$ cat src/inc/cers_map.svh
`ifndef CERS_MAP_SVH
`define CERS_MAP_SVH

// ==========================================================
// register offsets
`define CERS_OFF_W 4'h0
`define CERS_OFF_STATUS 4'h1
`define CERS_OFF_PC_LO 4'h2
`define CERS_OFF_PC_HI 4'h3
`define CERS_OFF_PUSH 4'h4
`define CERS_OFF_WDOG 4'h5
`define CERS_OFF_FILE_ADDR 4'h6
`define CERS_OFF_FILE_DATA 4'h7

// ==========================================================
// status field positions
`define CERS_BIT_C 0
`define CERS_BIT_DC 1
`define CERS_BIT_Z 2
`define CERS_BIT_PWR_DN 3
`define CERS_BIT_TO 4

// ==========================================================
// reset values
`define CERS_RST_W 8'h00
`define CERS_RST_PWR_DN 1'b1
`define CERS_RST_TO 1'b1

`endif

$ cat src/inc/cers_pkg.sv
package cers_pkg;

	// ==========================================================
	// operation select
	typedef enum logic [3:0] {
		op_return = 4'b0000,
		op_return_with_literal = 4'b0001,
		op_rotate_right_thru_carry = 4'b0010,
		op_low_power = 4'b0011,
		op_subtract_from_literal = 4'b0100,
		op_subtract_register = 4'b0101,
		op_nibble_swap = 4'b0110,
		op_exclusive_or_literal = 4'b0111,
		op_exclusive_or_register = 4'b1000
	} cers_op_t;

	// ==========================================================
	// sequencer states
	typedef enum logic [2:0] {
		st_idle = 3'b000,
		st_exec = 3'b001,
		st_ret2 = 3'b010,
		st_sleep = 3'b011
	} cers_state_t;

endpackage : cers_pkg

$ cat src/hw/cers_exec_unit.sv
// Our own choices: the address map and the strobed register port.
`timescale 1ns/1ps
`include "cers_map.svh"

// Operation
// RQ1 - return pops stack into pc, two cycles
// RQ2 - rotate right through carry, d picks destination
// RQ3 - low power clears watchdog, prescaler, then halts
// RQ4 - low power clears power-down, sets timeout
// RQ5 - literal minus w into w, c dc z
// RQ6 - file minus w, d picks destination
// RQ7 - swap nibbles, d picks destination, no flags
// RQ8 - w xor literal into w, updates zero
// RQ9 - w xor file, d picks destination
// RQ10 - return with literal loads w, pops pc
// RQ11 - zero flag set when result is zero
module cers_exec_unit #(
	parameter int STACK_DEPTH = 8,
	parameter int PC_W = 13
) (
	// clock and reset
	input wire logic clock_in,
	input wire logic reset_n_in,
	// instruction port
	input wire logic inst_valid_in,
	input wire cers_pkg::cers_op_t inst_op_in,
	input wire logic [7:0] inst_operand_in,
	input wire logic inst_dest_in,
	output logic busy_out,
	output logic done_out,
	// wake pin
	input wire logic wake_in,
	// register port
	input wire logic [3:0] reg_addr_in,
	input wire logic [7:0] reg_wdata_in,
	input wire logic reg_write_in,
	input wire logic reg_read_in,
	output logic [7:0] reg_rdata_out,
	// core state
	output logic [7:0] w_out,
	output logic carry_flag_out,
	output logic digit_carry_flag_out,
	output logic zero_flag_out,
	output logic power_down_flag_out,
	output logic timeout_flag_out,
	output logic [PC_W-1:0] pc_out,
	output logic [7:0] watchdog_counter_out,
	output logic sleeping_out
);

	localparam int SP_W = $clog2(STACK_DEPTH);

	typedef struct packed {
		cers_pkg::cers_state_t state;
		cers_pkg::cers_op_t op;
		logic [7:0] lit;
		logic dest;
		logic [7:0] w;
		logic c;
		logic dc;
		logic z;
		logic pwr_dn;
		logic to;
		logic [PC_W-1:0] pc;
		logic [STACK_DEPTH-1:0][PC_W-1:0] stack;
		logic [SP_W-1:0] sp;
		logic [7:0] wdog;
		logic [7:0] pre;
		logic [6:0] view_addr;
		logic [7:0] view;
		logic [7:0] rdata;
		logic busy;
		logic done;
		logic sleeping;
		logic wake_meta;
		logic wake_sync;
	} cers_core_t;

	cers_core_t q;
	cers_core_t next_q;
	logic [1:0] rst_sync;
	logic rst_n;
	logic mem_we;
	logic [6:0] mem_addr;
	logic [7:0] mem_wdata;
	logic [7:0] mem_rdata;
	logic [PC_W-1:0] stack_top_entry;

	// ==========================================================
	// reset release
	always_ff @(posedge clock_in or negedge reset_n_in) begin
		if (!reset_n_in) begin
			rst_sync <= 2'h0;
		end else begin
			rst_sync <= {rst_sync[0], 1'b1};
		end
	end
	assign rst_n = rst_sync[1];

	// ==========================================================
	// file registers
	cers_file_mem #(.DEPTH(128), .AW(7)) u_cers_file_mem (
		.clock_in(clock_in),
		.reset_n_in(rst_n),
		.write_en_in(mem_we),
		.addr_in(mem_addr),
		.write_data_in(mem_wdata),
		.read_data_out(mem_rdata)
	);

	assign stack_top_entry = q.stack[q.sp - SP_W'(1)];

	// ==========================================================
	// sequencer and datapath
	always_comb begin
		logic [7:0] src;
		logic [8:0] diff;
		logic [4:0] ndiff;
		logic [7:0] res;
		logic lit_op;
		src = 8'h00;
		diff = 9'h000;
		ndiff = 5'h00;
		res = 8'h00;
		lit_op = 1'b0;
		next_q = q;
		next_q.done = 1'b0;
		next_q.wake_meta = wake_in;
		next_q.wake_sync = q.wake_meta;
		next_q.pre = q.pre + 8'h01;
		if (&q.pre) begin
			next_q.wdog = q.wdog + 8'h01;
		end
		mem_we = 1'b0;
		mem_addr = q.view_addr;
		mem_wdata = reg_wdata_in;
		if (reg_read_in) begin
			case (reg_addr_in)
				`CERS_OFF_W: next_q.rdata = q.w;
				`CERS_OFF_STATUS: next_q.rdata =
					{3'h0, q.to, q.pwr_dn, q.z, q.dc, q.c};
				`CERS_OFF_PC_LO: next_q.rdata = q.pc[7:0];
				`CERS_OFF_PC_HI: next_q.rdata = 8'(q.pc[PC_W-1:8]);
				`CERS_OFF_WDOG: next_q.rdata = q.wdog;
				`CERS_OFF_FILE_ADDR: next_q.rdata = {1'b0, q.view_addr};
				`CERS_OFF_FILE_DATA: next_q.rdata = q.view;
				default: next_q.rdata = 8'h00;
			endcase
		end
		case (q.state)
			cers_pkg::st_idle: begin
				next_q.view = mem_rdata;
				if (inst_valid_in) begin
					next_q.op = inst_op_in;
					next_q.lit = inst_operand_in;
					next_q.dest = inst_dest_in;
					next_q.state = cers_pkg::st_exec;
					next_q.busy = 1'b1;
					mem_addr = inst_operand_in[6:0];
				end else if (reg_write_in) begin
					case (reg_addr_in)
						`CERS_OFF_W: next_q.w = reg_wdata_in;
						`CERS_OFF_STATUS: begin
							next_q.c = reg_wdata_in[`CERS_BIT_C];
							next_q.dc = reg_wdata_in[`CERS_BIT_DC];
							next_q.z = reg_wdata_in[`CERS_BIT_Z];
						end
						`CERS_OFF_PC_LO: next_q.pc[7:0] = reg_wdata_in;
						`CERS_OFF_PC_HI: next_q.pc[PC_W-1:8] = reg_wdata_in[PC_W-9:0];
						`CERS_OFF_PUSH: begin
							next_q.stack[q.sp] = q.pc;
							next_q.sp = q.sp + SP_W'(1);
						end
						`CERS_OFF_FILE_ADDR: next_q.view_addr = reg_wdata_in[6:0];
						`CERS_OFF_FILE_DATA: mem_we = 1'b1;
						default: next_q.view_addr = q.view_addr;
					endcase
				end
			end
			cers_pkg::st_exec: begin
				lit_op = (q.op == cers_pkg::op_subtract_from_literal) ||
					(q.op == cers_pkg::op_exclusive_or_literal);
				src = lit_op ? q.lit : mem_rdata;
				diff = {1'b0, src} + {1'b0, ~q.w} + 9'h001;
				ndiff = {1'b0, src[3:0]} + {1'b0, ~q.w[3:0]} + 5'h01;
				next_q.state = cers_pkg::st_idle;
				next_q.busy = 1'b0;
				next_q.done = 1'b1;
				case (q.op)
					cers_pkg::op_return,
					cers_pkg::op_return_with_literal: begin
						if (q.op == cers_pkg::op_return_with_literal) begin
							next_q.w = q.lit; // [RQ10]
						end
						next_q.pc = stack_top_entry; // [RQ1] [RQ10]
						next_q.sp = q.sp - SP_W'(1);
						next_q.state = cers_pkg::st_ret2;
						next_q.busy = 1'b1;
						next_q.done = 1'b0;
					end
					cers_pkg::op_rotate_right_thru_carry: begin
						res = {q.c, src[7:1]}; // [RQ2]
						next_q.c = src[0];
					end
					cers_pkg::op_low_power: begin
						next_q.wdog = 8'h00; // [RQ3]
						next_q.pre = 8'h00;
						next_q.pwr_dn = 1'b0; // [RQ4]
						next_q.to = 1'b1;
						next_q.state = cers_pkg::st_sleep;
						next_q.busy = 1'b1;
						next_q.done = 1'b0;
					end
					cers_pkg::op_subtract_from_literal,
					cers_pkg::op_subtract_register: begin
						res = diff[7:0]; // [RQ5] [RQ6]
						next_q.c = diff[8];
						next_q.dc = ndiff[4];
						next_q.z = (diff[7:0] == 8'h00); // [RQ11]
					end
					cers_pkg::op_nibble_swap: res = {src[3:0], src[7:4]}; // [RQ7]
					cers_pkg::op_exclusive_or_literal,
					cers_pkg::op_exclusive_or_register: begin
						res = q.w ^ src; // [RQ8] [RQ9]
						next_q.z = (res == 8'h00); // [RQ11]
					end
					default: res = q.w;
				endcase
				if (q.state == cers_pkg::st_exec && !next_q.busy) begin
					if (q.dest && !lit_op) begin
						mem_we = 1'b1; // [RQ2] [RQ6] [RQ7] [RQ9]
						mem_addr = q.lit[6:0];
						mem_wdata = res;
					end else begin
						next_q.w = res;
					end
				end
			end
			cers_pkg::st_ret2: begin
				next_q.state = cers_pkg::st_idle; // [RQ1]
				next_q.busy = 1'b0;
				next_q.done = 1'b1;
			end
			cers_pkg::st_sleep: begin
				if (q.wake_sync) begin
					next_q.state = cers_pkg::st_idle; // [RQ3]
					next_q.busy = 1'b0;
					next_q.done = 1'b1;
				end
			end
			default: next_q.state = cers_pkg::st_idle;
		endcase
		next_q.sleeping = (next_q.state == cers_pkg::st_sleep);
	end

	always_ff @(posedge clock_in or negedge rst_n) begin
		if (!rst_n) begin
			q <= '0;
			q.w <= `CERS_RST_W;
			q.pwr_dn <= `CERS_RST_PWR_DN;
			q.to <= `CERS_RST_TO;
		end else begin
			q <= next_q;
		end
	end

	// ==========================================================
	// outputs
	assign busy_out = q.busy;
	assign done_out = q.done;
	assign reg_rdata_out = q.rdata;
	assign w_out = q.w;
	assign carry_flag_out = q.c;
	assign digit_carry_flag_out = q.dc;
	assign zero_flag_out = q.z;
	assign power_down_flag_out = q.pwr_dn;
	assign timeout_flag_out = q.to;
	assign pc_out = q.pc;
	assign watchdog_counter_out = q.wdog;
	assign sleeping_out = q.sleeping;

	logic ex;
	assign ex = (q.state == cers_pkg::st_exec);
endmodule : cers_exec_unit

$ cat src/hw/cers_file_mem.sv
`timescale 1ns/1ps

module cers_file_mem #(
	parameter int DEPTH = 128,
	parameter int AW = 7
) (
	// clock and reset
	input wire logic clock_in,
	input wire logic reset_n_in,
	// access port
	input wire logic write_en_in,
	input wire logic [AW-1:0] addr_in,
	input wire logic [7:0] write_data_in,
	output logic [7:0] read_data_out
);

	typedef struct packed {
		logic [DEPTH-1:0][7:0] mem;
		logic [7:0] rdata;
	} cers_mem_t;

	cers_mem_t q;
	cers_mem_t next_q;

	// ==========================================================
	// registered read, old data on write
	always_comb begin
		next_q = q;
		next_q.rdata = q.mem[addr_in];
		if (write_en_in) begin
			next_q.mem[addr_in] = write_data_in;
		end
	end

	always_ff @(posedge clock_in or negedge reset_n_in) begin
		if (!reset_n_in) begin
			q <= '0;
		end else begin
			q <= next_q;
		end
	end

	assign read_data_out = q.rdata;

endmodule : cers_file_mem

$ cat config.mk
export PLATFORM = sky130hd
export DESIGN_NAME = cers_exec_unit
export DESIGN_NICKNAME = d
export VERILOG_FILES = /design/src/inc/cers_pkg.sv /design/src/hw/cers_exec_unit.sv /design/src/hw/cers_file_mem.sv
export VERILOG_INCLUDE_DIRS = /design/src /design/src/inc
export SDC_FILE = /design/constraint.sdc
export NUM_CORES = 2
export LEC_CHECK = 0
export BUFFER_PORTS_ARGS = -buffer_cell sky130_fd_sc_hd__buf_2
export CORE_UTILIZATION = 55
export DETAILED_ROUTE_END_ITERATION = 10
export PLACE_DENSITY = 0.69
export SYNTH_ARGS = -nofsm -noshare
export SYNTH_HDL_FRONTEND = slang
export SYNTH_SLANG_ARGS = --single-unit
export TNS_END_PERCENT = 20
$ cat constraint.sdc
create_clock -name clock_in -period 50 [get_ports clock_in]
set_input_delay 12.5 -clock clock_in [delete_from_list [all_inputs] [get_ports clock_in]]
set_output_delay 12.5 -clock clock_in [all_outputs]
set_load 0.02 [all_outputs]
Yosys cells after proc, flatten, opt, wreduce, memory -nomap -nowiden
Index checks and enable logic that the tools add are counted.
{"block": "totals", "reg_bits": 1226, "out_inout_bits": 45, "elab_cells": 300}
{"block": "op_classes", "n_addsub": 8, "n_lt_le_gt_ge": 5, "eq_ne": 32, "n_mux": 60, "n_bitwise": 4, "reduce_logical": 31}
{"operator": "1024-bit bitwise mux", "n": 1}
{"operator": "120-bit 2-to-1 mux", "n": 2}
{"operator": "107-bit 2-to-1 mux", "n": 1}
{"operator": "104-bit bitwise mux", "n": 1}
{"operator": "8-bit 2-to-1 mux", "n": 13}
{"operator": "8-bit binary-select mux with 7-bit select", "n": 1}
{"operator": "8-bit demux with 7-bit select", "n": 1}
{"operator": "8-bit one-hot mux with 7 select lines", "n": 1}
{"operator": "16-bit 2-to-1 mux", "n": 3}
{"operator": "8-bit one-hot mux with 5 select lines", "n": 1}
{"operator": "13-bit binary-select mux with 3-bit select", "n": 1}
{"operator": "13-bit demux with 3-bit select", "n": 1}
{"operator": "13-bit 2-to-1 mux", "n": 3}
{"operator": "4-bit by 3-bit equality test with 1-bit output (second input constant)", "n": 8}
{"operator": "5-bit AND reduction", "n": 6}
{"operator": "13-bit one-hot mux with 2 select lines", "n": 1}
{"operator": "11-bit 2-to-1 mux", "n": 2}
{"operator": "11-bit one-hot mux with 2 select lines", "n": 1}
{"operator": "7-bit 2-to-1 mux", "n": 3}
{"operator": "8-bit by 1-bit adder with 8-bit output (second input constant)", "n": 2}
{"operator": "4-bit by 2-bit equality test with 1-bit output (second input constant)", "n": 4}
{"operator": "8-bit zero test", "n": 2}
{"operator": "2-bit by 1-bit inequality test with 1-bit output (second input constant)", "n": 7}
{"operator": "7-bit one-hot mux with 2 select lines", "n": 1}
{"operator": "43 further kinds", "n": 73}

Longest topological paths before layout
{"block": "depth", "word_depth": 13, "ltp_mapped": 20}

Cells and area by module
A second synthesis with hierarchy kept.
{"block": "hier_totals", "hier_cells": 4554, "hier_area_um2": 58195.8}
{"mod": "cers_file_mem", "instances": 1, "cells_per_inst": 3613, "area_per_inst_um2": 47521.8}
{"mod": "cers_exec_unit", "instances": 1, "cells_per_inst": 941, "area_per_inst_um2": 10674.0}

Least setup slack after synthesis
No wires, ideal clock.
{"block": "synth_timing", "path_type": "input to register", "from": "input port inst_valid_in", "to": "register u_cers_file_mem.q, in the netlist u_cers_file_mem.read_data_out[4]", "setup_time_ns": 0.139, "arrival_time_ns": 15.066, "t_required_ns": 49.861, "setup_slack_ns": 34.795, "stages": 11, "path_buffers": 2, "cell_sequence": "or4b_1 > buf_2 > and2_4 > a21boi_4 > nor2_4 > buf_6 > mux2_2 > a32o_1 > nor4_1 > a31oi_1 > or4_1"}
{"element": "start: declaration", "line": "cers_exec_unit.sv:25", "source": "input wire logic inst_valid_in,"}
{"element": "end signal: assignment", "line": "cers_file_mem.sv:39", "source": "q <= next_q;"}
{"element": "end: declaration", "line": "cers_file_mem.sv:22", "source": "cers_mem_t q;"}

==> flow_summary_export.csv <==
group,metric,value,unit
clocking,cts_hold_buf,0,
clocking,cts_root_buf,"clkbuf_16",
synthesis,synth.most_common_cell,"dfrtp_1",
job,maxCapViolCount,0,
status,status,"complete, no violations",
pwr,p_leak,28.20,nW
global_routing,grt_pass1_vias,43180,
clocking,postCtsSetupBuffers,0,
worst_setup_path,cp_slowest_cell,"buf_4",
worst_setup_path,r2r_cells,12,
clocking,numCtsBuffers,133,
timing,setup_slack,33.10,ns
place,dpl_worst_slack,32.47,ns
place,hpwl,101700,um
synthesis,ys_types,83,
synthesis,async_flop_share,100.0,%
synthesis,netlist_instances,6084,
timing,period_needed,16.90,ns
routing,vias,45070,
global_routing,grt_pass1_wl,258500,um
synthesis,postSynthAreaPerCell,9.382,um2
routing,wirelength,166100,um
worst_setup_path,cp_cell_sequence,"buf_2 > nor4b_4 > buf_4 > nand2_1 > o31a_4 > buf_4 > and2_4 > buf_4 > buf_4 > a21oi_1 > a211oi_1 > nor4b_1 > a31oi_1 > or4_1",
finish,final_nets,5819,
timing,finClkSkew,0.03892,ns
routing,first_pass_iters,6,
pwr,power.density,40.20,mW/mm2
synthesis,synth-edff-count,0,
timing,worstMarginPinSlew,1.270,ns
synthesis,synth_area_leader_cell,"dfrtp_1",
synthesis,ys_seq_area_share,53.75,%
synthesis,synth_warnings,0,
clocking,clockBufferDepth,3,
synthesis,ys_ff_latch,1226,
timing,setup_viol,0,
clocking,clock-sinks,1226,
routing,ant_nets,0,
synthesis,yosys-top-cells-count,"dfrtp_1 (1225), nand2_1 (923), a21oi_1 (763)",
global_routing,globalRoute.totalOverflow,0,
worst_setup_path,end_kind,"register",
synthesis,synth_area,0.05708,mm2
routing,wl_met1,69750,um
timing,fmax,0.05916,GHz
place,gp_congestion,0.9329,
floorplanning,ios,76,
routing,drc,0,
clocking,clk_latency,0.76,ns
routing,drtIter0Drc,5009,
routing,highest_layer,"met4",
global_routing,track_usage,32.04,%
timing,hold_violations,0,
worst_setup_path,cp_common_cell,"buf_4",
worst_setup_path,critPathArrivalTime,17.60,ns
pwr,ir_worst_vdd,0.00002664,V
synthesis,yosys-top-cells-area,"dfrtp_1 (54%), a21oi_1 (6.7%), nand2_1 (6.1%)",
timing,rsz0062_at_grt,"false",
floorplanning,die_h,324.2,um
timing,slew_headroom,15.05,%
worst_setup_path,crit_path_start_kind,"primary input",
synthesis,synth_flop_cell,"dfrtp_1",
worst_setup_path,critPathKind,"in -> reg",
clocking,path_clk_slew,0.06,ns
worst_setup_path,crit_required,50.70,ns
floorplanning,row_count,117,
clocking,ctsResizeCount,0,
place,portBuffers,74,
clocking,cts_tree,"yes",
clocking,htreeDepth,4,
routing,via_per_inst,6.219,
synthesis,yosysTopAreaCellShare,53.70,%
routing,wl_met2,77160,um
finish,drive_above_1_share,11.08,%
floorplanning,coreArea,0.1023,mm2
global_routing,grt_max_degree,163,
timing,holdWs,0.3356,ns
timing,maxSlewViolCount,0,
hold_path,hold_path_class,"reg -> async",
routing,wl_met3,12800,um
routing,wl_per_cell,22.91,um
timing,min_period_over_period,33.81,%
finish,syn2layout_area_growth,8.351,%
worst_setup_path,crit_path_max_incr_delay,0.79,ns
floorplanning,die_x,324.2,um
floorplanning,initial_core_util,55.78,%
timing,tns,0,ns
worst_setup_path,crit_fanout,68,
global_routing,antenna_found_initial,3,
finish,nFillCells,8654,
floorplanning,die-area,0.1051,mm2
-- worst max-delay path: cells and delay by family --
| family | cells | cell delay (ns) |
|---|---|---|
| buffers and inverters | 5 | 2.50 |
| and+or+nand+nor | 5 | 1.20 |
| AOI/OAI and AO/OA | 4 | 1.29 |
-- metrics by stage --
step	util, %	cells	instance area, um2	power [W]
2_1_floorplan	-	6085	57080	0.001370
3_3_place_gp	56.12	7006	57430	0.001499
3_5_place_dp	56.12	7006	57430	0.001503
4_1_cts	60.43	7245	61840	0.002491
5_1_grt	60.43	7245	61840	0.002570
6_report	60.44	7248	61850	0.002486
-- cell usage in the layout, fill, tap and decap left out, types with 13 or more instances in the layout --
cell type  Yosys  routed
ha_1          14      14
clkinv_2       0      24
clkbuf_1     383      29
mux2_2       141     141
inv_1         29      29
a31oi_1       37      37
nor4_1        13      13
clkbuf_16      0     140
mux2i_1      208     203
o22ai_1       41      41
buf_4         54      89
nor2_1       690     687
and3_1       100     100
mux4_2        28      28
o21ai_0      497     496
dfrtp_1     1225    1223
a211oi_1     164     164
a311oi_1      39      39
o21ai_1       33      34
nand4_1       35      35
nor3_2        42      48
o32ai_1       17      17
a22oi_1       77      76
nor3_1        28      22
clkbuf_8       0      25
a21oi_1      763     761
nand3_1       92      91
a32oi_1       17      17
nand2_1      923     921
buf_2        130      74
or3_1         44      42
-- flip-flops by register name, indices dropped and copies added, names as in the netlist --
register                       cells
u_cers_file_mem.q               1024
q                                147
pc_out                            13
reg_rdata_out                      8
u_cers_file_mem.read_data_out      8
w_out                              8
watchdog_counter_out               8
rst_sync                           2
busy_out                           1
carry_flag_out                     1
digit_carry_flag_out               1
done_out                           1
next_q                             1
power_down_flag_out                1
sleeping_out                       1
zero_flag_out                      1
-- logic make-up (layout without fill, tap and decap cells) --
logic type | Yosys count | after routing | synth area share (%)
xor+xnor | 18 | 18 | 0.2762
other cells | 2 | 6 | 0.01316
buf+inv | 642 | 434 | 4.923
flops | 1226 | 1226 | 53.75
compound gates | 1758 | 1758 | 17.68
simple gates | 2046 | 2046 | 15.48
fa+ha+maj | 15 | 15 | 0.3420
mux | 377 | 377 | 7.534
-- final timing paths --
| path | start | end | slack, ns |
|---|---|---|---|
| worst max-delay path | inst_valid_in | u_cers_file_mem.read_data_out[4] | 33.10 |
| min in group clock_in | rst_sync[0] | rst_sync[1] | 0.35 |
| worst max register to register | q[189] | u_cers_file_mem.read_data_out[4] | 43.59 |
| worst min-delay path | rst_sync[1] | u_cers_file_mem.q[871] | 0.34 |
| worst min register to register | rst_sync[1] | u_cers_file_mem.q[871] | 0.34 |
| max in group asynchronous | reset_n_in | rst_sync[1] | 38.37 |
-- power breakdown --
part | internal (W) | switching (W)
Combinational | 0.000127 | 0.000285
Sequential | 0.00103 | 0.0000516
Clock | 0.000582 | 0.000410
-- per-layer routing --
| layer | GRT usage (%) | vias up |
|---|---|---|
| li1 | - | 20550 |
| met2 | 50.19 | 1924 |
| met4 | 12.71 | 0 |
| met5 | 0 | - |
| met1 | 44.54 | 22200 |
| met3 | 5.463 | 395 |
-- layout make-up --
type                            count  area, um2  share of cell area, %
Sequential cell                  1226      30690                  49.61
Clock inverter                     45      454.2                 0.7344
Inverter                           29      108.9                 0.1760
Clock buffer                      194       3956                  6.397
Multi-Input combinational cell   4217      23830                  38.52
Antenna cell                        3      7.507                0.01214
Timing Repair Buffer              166       1099                  1.776
Tap cell                         1368       1712                  2.767
Note: power is estimated with default switching activity, not from simulation.
